==> src/ebpfs_pkg.sv <==
package ebpfs_pkg;

    // Register location
    localparam logic [31:0] REG_OFF      = 32'he002c014;

    // Field positions
    localparam int          BIT_CS_ONE   = 11;
    localparam int          BIT_ECLK     = 13;
    localparam int          CS_TWO_LSB   = 14;
    localparam int          CS_THREE_LSB = 16;
    localparam int          BIT_DPAIR    = 20;
    localparam int          BIT_AIN_FOUR = 21;
    localparam int          BIT_AIN_FIVE = 22;
    localparam int          BIT_A_ZERO   = 23;
    localparam int          BIT_A_ONE    = 24;
    localparam int          ACNT_LSB     = 25;

    // Reset values before the strap capture
    localparam logic        RST_CS_ONE   = 1'h0;
    localparam logic        RST_ECLK     = 1'h0;
    localparam logic [1:0]  RST_CS_TWO   = 2'h0;
    localparam logic [1:0]  RST_CS_THREE = 2'h0;
    localparam logic        RST_DPAIR    = 1'h0;
    localparam logic        RST_AIN_FOUR = 1'h1;
    localparam logic        RST_AIN_FIVE = 1'h1;
    localparam logic        RST_A_ZERO   = 1'h0;
    localparam logic        RST_A_ONE    = 1'h0;
    localparam logic [2:0]  RST_ACNT     = 3'h0;

    // Encodings
    localparam logic [1:0]  CS_FUNC_ON   = 2'h1;
    localparam logic [2:0]  ACNT_NONE    = 3'h0;
    localparam logic [2:0]  ACNT_ALL     = 3'h7;
    localparam logic [1:0]  DBUS_WIDE    = 2'h2;
    localparam logic [1:0]  STRAP_NO_ADR = 2'h3;
    localparam logic [1:0]  STRAP_A_ZERO = 2'h0;

    // Shared pin indices
    localparam int          NPINS        = 31;
    localparam int          IDX_CS_ONE   = 0;
    localparam int          IDX_CS_TWO   = 1;
    localparam int          IDX_CS_THREE = 2;
    localparam int          IDX_A_ZERO   = 3;
    localparam int          IDX_A_ONE    = 4;
    localparam int          IDX_A_TWO    = 5;
    localparam int          IDX_A_TOP    = 26;
    localparam int          IDX_D_PAIR   = 27;
    localparam int          IDX_D_THIRTY = 29;
    localparam int          IDX_D_TOP    = 30;

    typedef enum logic [1:0] {
        ROLE_GPIO = 2'b00,
        ROLE_MEM  = 2'b01,
        ROLE_ANA  = 2'b10,
        ROLE_CLK  = 2'b11
    } ebpfs_role_t;

    // Highest address bit driven for a count code
    function automatic int addrTop(input logic [2:0] cnt);
        case (cnt)
            3'h1:    addrTop = 3;
            3'h2:    addrTop = 5;
            3'h3:    addrTop = 7;
            3'h4:    addrTop = 11;
            3'h5:    addrTop = 15;
            3'h6:    addrTop = 19;
            3'h7:    addrTop = 23;
            default: addrTop = 0;
        endcase
    endfunction

endpackage

==> src/ebpfs_pin_mux.sv <==
`timescale 1ns/1ps
// Overview of operation
// - Bit 11 routes chip select one
// - Bit 13 picks external clock on top pin unless span is 111
// - Bits 15:14 value 01 gives chip select two
// - Bits 17:16 value 01 gives chip select three
// - Bit 20 clear keeps data pair GPIO
// - Bit 22 routes top data pin analog five
// - Bit 23 address zero, strap 00 sets
// - Bit 24 address one, loads upper strap
// - Bits 27:25 set upper address line span
// - Span resets 000 on strap 11, else 111
// - Wide data bus overrides bits 20 to 22
// - GPIO direction only while GPIO selected
module ebpfs_pin_mux (
    input  wire logic                          core_clk,
    input  wire logic                          sys_rst,
    input  wire logic [31:0]                   regAddr,
    input  wire logic [31:0]                   regWdata,
    input  wire logic                          regWrEn,
    input  wire logic                          regRdEn,
    output logic      [31:0]                   regRdata,
    input  wire logic [1:0]                    bootStrapPins,
    input  wire logic [1:0]                    dataBusCfg,
    input  wire logic [ebpfs_pkg::NPINS-1:0]   gpioDir,
    input  wire logic [ebpfs_pkg::NPINS-1:0]   gpioOut,
    output logic      [ebpfs_pkg::NPINS-1:0]   gpioIn,
    input  wire logic [ebpfs_pkg::NPINS-1:0]   memOut,
    input  wire logic [ebpfs_pkg::NPINS-1:0]   memOe,
    input  wire logic                          extClkIn,
    input  wire logic [ebpfs_pkg::NPINS-1:0]   padIn,
    output logic      [ebpfs_pkg::NPINS-1:0]   padOut,
    output logic      [ebpfs_pkg::NPINS-1:0]   padOe,
    output logic      [1:0]                    analogEnable
);

    logic                          csOne_q;
    logic                          eclkSel_q;
    logic [1:0]                    csTwo_q;
    logic [1:0]                    csThree_q;
    logic                          dPair_q;
    logic                          ainFour_q;
    logic                          ainFive_q;
    logic                          aZero_q;
    logic                          aOne_q;
    logic [2:0]                    addrCnt_q;
    logic                          strapLoad_q;
    logic [1:0]                    strapSync;
    logic                          wrHit;
    logic                          rdHit;
    logic [31:0]                   regImage;
    logic [31:0]                   regRdata_q;
    logic [ebpfs_pkg::NPINS-1:0]   padOut_q;
    logic [ebpfs_pkg::NPINS-1:0]   padOe_q;
    logic [1:0]                    analogEnable_q;
    ebpfs_pkg::ebpfs_role_t        role [ebpfs_pkg::NPINS];
    logic                          wideBus;

    assign wrHit        = regWrEn && (regAddr == ebpfs_pkg::REG_OFF);
    assign rdHit        = regRdEn && (regAddr == ebpfs_pkg::REG_OFF);
    assign wideBus      = (dataBusCfg == ebpfs_pkg::DBUS_WIDE);
    assign regRdata     = regRdata_q;
    assign padOut       = padOut_q;
    assign padOe        = padOe_q;
    assign analogEnable = analogEnable_q;

    // Strap and pad synchronisers
    ebpfs_sync2 #(
        .W        (2)
    ) u_strap_sync (
        .core_clk (core_clk),
        .asyncIn  (bootStrapPins),
        .syncOut  (strapSync)
    );

    ebpfs_sync2 #(
        .W        (ebpfs_pkg::NPINS)
    ) u_pad_sync (
        .core_clk (core_clk),
        .asyncIn  (padIn),
        .syncOut  (gpioIn)
    );

    // One shot strap capture after release
    always_ff @(posedge core_clk or posedge sys_rst)
    begin
        if (sys_rst)
            strapLoad_q <= 1'b1;
        else
            strapLoad_q <= 1'b0;
    end

    // Plain pin function fields
    always_ff @(posedge core_clk or posedge sys_rst)
    begin
        if (sys_rst)
        begin
            csOne_q   <= ebpfs_pkg::RST_CS_ONE;
            eclkSel_q <= ebpfs_pkg::RST_ECLK;
            csTwo_q   <= ebpfs_pkg::RST_CS_TWO;
            csThree_q <= ebpfs_pkg::RST_CS_THREE;
            dPair_q   <= ebpfs_pkg::RST_DPAIR;
            ainFour_q <= ebpfs_pkg::RST_AIN_FOUR;
            ainFive_q <= ebpfs_pkg::RST_AIN_FIVE;
        end
        else if (wrHit)
        begin
            csOne_q   <= regWdata[ebpfs_pkg::BIT_CS_ONE];
            eclkSel_q <= regWdata[ebpfs_pkg::BIT_ECLK];
            csTwo_q   <= regWdata[ebpfs_pkg::CS_TWO_LSB +: 2];
            csThree_q <= regWdata[ebpfs_pkg::CS_THREE_LSB +: 2];
            dPair_q   <= regWdata[ebpfs_pkg::BIT_DPAIR];
            ainFour_q <= regWdata[ebpfs_pkg::BIT_AIN_FOUR];
            ainFive_q <= regWdata[ebpfs_pkg::BIT_AIN_FIVE];
        end
    end

    // Strap dependent address fields
    always_ff @(posedge core_clk or posedge sys_rst)
    begin
        if (sys_rst)
        begin
            aZero_q   <= ebpfs_pkg::RST_A_ZERO;
            aOne_q    <= ebpfs_pkg::RST_A_ONE;
            addrCnt_q <= ebpfs_pkg::RST_ACNT;
        end
        else if (wrHit)
        begin
            aZero_q   <= regWdata[ebpfs_pkg::BIT_A_ZERO];
            aOne_q    <= regWdata[ebpfs_pkg::BIT_A_ONE];
            addrCnt_q <= regWdata[ebpfs_pkg::ACNT_LSB +: 3];
        end
        else if (strapLoad_q)
        begin
            aZero_q   <= (strapSync == ebpfs_pkg::STRAP_A_ZERO);
            aOne_q    <= strapSync[1];
            addrCnt_q <= (strapSync == ebpfs_pkg::STRAP_NO_ADR) ?
                         ebpfs_pkg::ACNT_NONE : ebpfs_pkg::ACNT_ALL;
        end
    end

    // Read image
    always_comb
    begin
        regImage = 32'h0;
        regImage[ebpfs_pkg::BIT_CS_ONE]          = csOne_q;
        regImage[ebpfs_pkg::BIT_ECLK]            = eclkSel_q;
        regImage[ebpfs_pkg::CS_TWO_LSB +: 2]     = csTwo_q;
        regImage[ebpfs_pkg::CS_THREE_LSB +: 2]   = csThree_q;
        regImage[ebpfs_pkg::BIT_DPAIR]           = dPair_q;
        regImage[ebpfs_pkg::BIT_AIN_FOUR]        = ainFour_q;
        regImage[ebpfs_pkg::BIT_AIN_FIVE]        = ainFive_q;
        regImage[ebpfs_pkg::BIT_A_ZERO]          = aZero_q;
        regImage[ebpfs_pkg::BIT_A_ONE]           = aOne_q;
        regImage[ebpfs_pkg::ACNT_LSB +: 3]       = addrCnt_q;
    end

    // Read data, zero for unmapped
    always_ff @(posedge core_clk or posedge sys_rst)
    begin
        if (sys_rst)
            regRdata_q <= 32'h0;
        else if (rdHit)
            regRdata_q <= regImage;
        else
            regRdata_q <= 32'h0;
    end

    // Role of each shared pin
    always_comb
    begin
        for (int i = 0; i < ebpfs_pkg::NPINS; i++)
        begin
            role[i] = ebpfs_pkg::ROLE_GPIO;
        end
        if (csOne_q)
            role[ebpfs_pkg::IDX_CS_ONE] = ebpfs_pkg::ROLE_MEM;
        if (csTwo_q == ebpfs_pkg::CS_FUNC_ON)
            role[ebpfs_pkg::IDX_CS_TWO] = ebpfs_pkg::ROLE_MEM;
        if (csThree_q == ebpfs_pkg::CS_FUNC_ON)
            role[ebpfs_pkg::IDX_CS_THREE] = ebpfs_pkg::ROLE_MEM;
        if (aZero_q)
            role[ebpfs_pkg::IDX_A_ZERO] = ebpfs_pkg::ROLE_MEM;
        if (aOne_q)
            role[ebpfs_pkg::IDX_A_ONE] = ebpfs_pkg::ROLE_MEM;
        for (int n = 2; n < 23; n++)
        begin
            if (n <= ebpfs_pkg::addrTop(addrCnt_q))
                role[ebpfs_pkg::IDX_A_TWO + n - 2] = ebpfs_pkg::ROLE_MEM;
        end
        if (addrCnt_q == ebpfs_pkg::ACNT_ALL)
            role[ebpfs_pkg::IDX_A_TOP] = ebpfs_pkg::ROLE_MEM;
        else if (eclkSel_q)
            role[ebpfs_pkg::IDX_A_TOP] = ebpfs_pkg::ROLE_CLK;
        if (wideBus)
        begin
            for (int k = ebpfs_pkg::IDX_D_PAIR; k <= ebpfs_pkg::IDX_D_TOP; k++)
            begin
                role[k] = ebpfs_pkg::ROLE_MEM;
            end
        end
        else
        begin
            role[ebpfs_pkg::IDX_D_PAIR]     = ebpfs_pkg::ROLE_GPIO;
            role[ebpfs_pkg::IDX_D_PAIR + 1] = ebpfs_pkg::ROLE_GPIO;
            if (ainFour_q)
                role[ebpfs_pkg::IDX_D_THIRTY] = ebpfs_pkg::ROLE_ANA;
            if (ainFive_q)
                role[ebpfs_pkg::IDX_D_TOP] = ebpfs_pkg::ROLE_ANA;
        end
    end

    // Registered pad drive
    always_ff @(posedge core_clk or posedge sys_rst)
    begin
        if (sys_rst)
        begin
            padOut_q <= '0;
            padOe_q  <= '0;
        end
        else
        begin
            for (int i = 0; i < ebpfs_pkg::NPINS; i++)
            begin
                case (role[i])
                    ebpfs_pkg::ROLE_GPIO:
                    begin
                        padOut_q[i] <= gpioOut[i];
                        padOe_q[i]  <= gpioDir[i];
                    end
                    ebpfs_pkg::ROLE_MEM:
                    begin
                        padOut_q[i] <= memOut[i];
                        padOe_q[i]  <= memOe[i];
                    end
                    ebpfs_pkg::ROLE_CLK:
                    begin
                        padOut_q[i] <= extClkIn;
                        padOe_q[i]  <= 1'b1;
                    end
                    default:
                    begin
                        padOut_q[i] <= 1'b0;
                        padOe_q[i]  <= 1'b0;
                    end
                endcase
            end
        end
    end

    // Analog enables
    always_ff @(posedge core_clk or posedge sys_rst)
    begin
        if (sys_rst)
            analogEnable_q <= 2'h0;
        else
        begin
            analogEnable_q[0] <= (role[ebpfs_pkg::IDX_D_THIRTY] == ebpfs_pkg::ROLE_ANA);
            analogEnable_q[1] <= (role[ebpfs_pkg::IDX_D_TOP] == ebpfs_pkg::ROLE_ANA);
        end
    end
endmodule

==> src/ebpfs_sync2.sv <==
`timescale 1ns/1ps
module ebpfs_sync2 #(
    parameter int W = 1
) (
    input  wire logic         core_clk,
    input  wire logic [W-1:0] asyncIn,
    output logic      [W-1:0] syncOut
);

    logic [W-1:0] stageOne_q;

    // Two stage capture, no reset so it also samples during reset
    always_ff @(posedge core_clk)
    begin
        stageOne_q <= asyncIn;
        syncOut    <= stageOne_q;
    end

endmodule

==> config.mk <==
export PLATFORM = sky130hd
export DESIGN_NAME = ebpfs_pin_mux
export DESIGN_NICKNAME = d
export VERILOG_FILES = /design/src/ebpfs_pkg.sv /design/src/ebpfs_pin_mux.sv /design/src/ebpfs_sync2.sv
export SDC_FILE = /design/constraint.sdc
export NUM_CORES = 1
export LEC_CHECK = 0
export ABC_AREA = 1
export BUFFER_PORTS_ARGS = -buffer_cell sky130_fd_sc_hd__buf_2
export CAP_MARGIN = 20
export CORE_AREA = 2 2 137 139
export CTS_CLUSTER_DIAMETER = 120
export DETAILED_ROUTE_END_ITERATION = 8
export DIE_AREA = 0 0 139 141
export GPL_TIMING_DRIVEN = 0
export PLACE_DENSITY_LB_ADDON = 0.12
export SETUP_SLACK_MARGIN = 0.05
export SLEW_MARGIN = 20
export SYNTH_ARGS = -nofsm -noshare
export SYNTH_HDL_FRONTEND = slang
export SYNTH_SLANG_ARGS = --single-unit
==> constraint.sdc <==
create_clock -name core_clk -period 3.4 [get_ports core_clk]
set_input_delay 0.17 -clock core_clk [delete_from_list [all_inputs] [get_ports core_clk]]
set_output_delay 0.17 -clock core_clk [all_outputs]
set_load 0.02 [all_outputs]
==> run metrics <==
run status=finished, final reports clean; Synthesis Warnings=0; Die Wd=approximately 140 um; fin cells=1,246; number of global-route vias before repair=between 5,000 and 6,000; Post-DP HPWL=between 10,000 and 15,000 um; fraction of registers with async set/reset=0.5849; Initial Utilization=0.2908; reg2reg path depth=4; Max Cap Viol=0; post-synth design cell area=roughly 5300 um2; global route overflow=0; Final Wtd Congestion=between 0.8 and 0.9; drt pass-1 iters=4; Setup crit start kind=register; Site Rows=50; Cells after DPL=around 1,000; TritonCTS clock tree=yes; Hold Path Cell Cnt=2; Leak=5.020 nW; Post-synth top flop=dfrtp_1; CP max FO=5; clk buf depth=2; worst-path cell chain=nor2_1 -> nand2_1 -> mux2_2 -> dlygate4sd3_1; via count=about 5,000; WP data arrival=~2.5 ns; DR iter-0 viols=around 140; WP data required=3.69 ns; slowest CP cell=dlygate4sd3_1; core footprint=between 15,000 and 20,000 um2; Worst Hold Class=primary input to register; first-pass GRT wire length=25,760 um; initial antenna violation count=1; fin crit period=about 2.2 ns; Final WS setup=approximately 1.2 ns; I/O Pins=between 300 and 400; Slew headroom=0.6368; Final period util=0.6388; crit path capture type=register; area grow syn2layout=79.27%; Post-synth EDFFs=0; clock latency on the worst-skew pair=roughly 0.42 ns; register area share after synthesis=0.6875; setup violators final=0; DRC errors left=0; Sink Count=approximately 160; Wirelength per Cell=about 13 um; Setup Fix Bufs, Post-CTS=0; placement-stage cell area=~7300 um2; clock slew at reported path FFs=0.07 ns; PortBufs=between 300 and 400; die area=a little under 20,000 um2; share of layout cells above drive strength 1=0.4144; final antenna-violating net count=0; crit-path max cell delay=approximately 0.56 ns; Total GRT Usage=0.1670; Post-Synthesis Cells=about 480; RSZ-0062 raised after global routing=no; Post-Place Worst Slack=about 1.8 ns; crit path kind=register to register; pin count of the biggest net entering global routing=between 60 and 70; CTS root buffer=clkbuf_16; pwr dens=~480 nW/um2; final core occ=0.5214; Routed WL=approximately 16,000 um; FF/Latch Area=about 3700 um2; Final Hold Vio Count=0; Fmax=approximately 460 MHz; commonest non-fill, non-tap cells in the layout=buf_2 (322), dlygate4sd3_1 (165), nand2_1 (121); final instance area=between 9000 and 10,000 um2; WHS=between 0.02 and 0.025 ns; Unique masters post-synth=24; Slew Limit Fails=0; Max IR drop VDD=around 0.32 mV; clk_skew=0.006591 ns; footprint of the multi-input gates=between 1000 and 1500 um2; Die Y=between 100 and 150 um; cts bufs inserted=17; Nets=around 1,200; Fillers=about 1,600; most common cell after layout, fill and taps aside=buf_2; # H-tree levels=4; flops & latches, synth=around 160; Via density=~4; Post-Syn Area per Cell=roughly 11 um2; Least-Margin Pin Slew=between 0.5 and 0.6 ns
Yosys cell counts (3+ instances only):
master     n  share of area
dfxtp_1   66           0.25
buf_2      4         0.0038
nand2_1  121          0.085
nand3_1   21          0.020
dfstp_2    3          0.015
mux2_2    37          0.078
nor2_1    46          0.033
dfrtp_1   90           0.42
inv_1     49          0.035
o21a_1     9          0.013
buf_4     18          0.025
cell type report:
| cell class | instances | share of cell area |
|---|---|---|
| antenna | 1 | 0.0002627 |
| sequential | 159 | 0.3835 |
| clock buffer | 18 | 0.04506 |
| clock inverter | 14 | 0.01511 |
| tap | 234 | 0.03074 |
| multi-input combinational | 262 | 0.1439 |
| buffer | 24 | 0.01787 |
| timing repair buffer | 484 | 0.3434 |
| inverter | 50 | 0.02023 |
registers in the layout, summed over array words and instances, names as in the netlist, 3 cells and up:
register / flops
u_pad_sync.stageOne_q: 31
u_pad_sync.syncOut: 31
regRdata: 14
padOut: 31
addrCnt_q: 3
padOe: 31
report_power, final:
group / internal (W) / switching [W] / total (W)
Combinational: 0.000386 / 0.000348 / 0.000734
Clock: 0.000982 / 0.000838 / 0.00182
Sequential: 0.00199 / 0.0000335 / 0.00203
Total: 0.00336 / 0.00122 / 0.00458
cell families after synthesis:
group,Yosys count,share of synthesized area
buffers and inverters,74,0.06736
other,1,0.0007059
DFF,159,0.6875
muxes,38,0.08055
and+or+nand+nor,191,0.1432
AOI/OAI and AO/OA,14,0.02073
layer usage:
layer | part of all wire | track usage | wire length [um]
met1 | 0.36 | 0.1697 | 5878
met2 | 0.55 | 0.3160 | 9007
met3 | 0.063 | 0.04823 | 1027
met4 | 0.027 | 0.07602 | 438
met5 | 0 | 0 | 0
path summary, 6_finish.rpt:
| kind | start | endpoint | slack [ns] |
|---|---|---|---|
| worst min register to register | u_pad_sync.stageOne_q[9] | u_pad_sync.syncOut[9] | 0.33 |
| min in group asynchronous | sys_rst | padOut[10] | 0.29 |
| max in group asynchronous | sys_rst | ainFour_q | 2.45 |
| worst max-delay path | addrCnt_q[1] | padOe[5] | 1.23 |
| worst min-delay path | gpioOut[6] | padOut[6] | 0.02 |
| worst max register to register | addrCnt_q[1] | padOe[5] | 1.23 |
stage by stage:
step | TNS [ns] | power (W)
after global placement | -32.25 | 0.002596
after detailed placement | 0 | 0.002614
after global routing | 0 | 0.004805
final | 0 | 0.004581
after CTS | 0 | 0.004647
after floorplan | 0 | 0.002348
timing repair:
action                                 4_1_cts  5_1_grt
resized for setup                            0        0
endpoints found under the hold margin      131        1
hold buffers                               164        1
worst max-delay path, delay by kind of cell, from the launching register on:
kind | cells | cell delay, ns
mux | 1 | 0.33
flops | 1 | 0.47
buf+inv | 1 | 0.56
simple gates | 2 | 0.70
(Power assumes the default switching activity.)
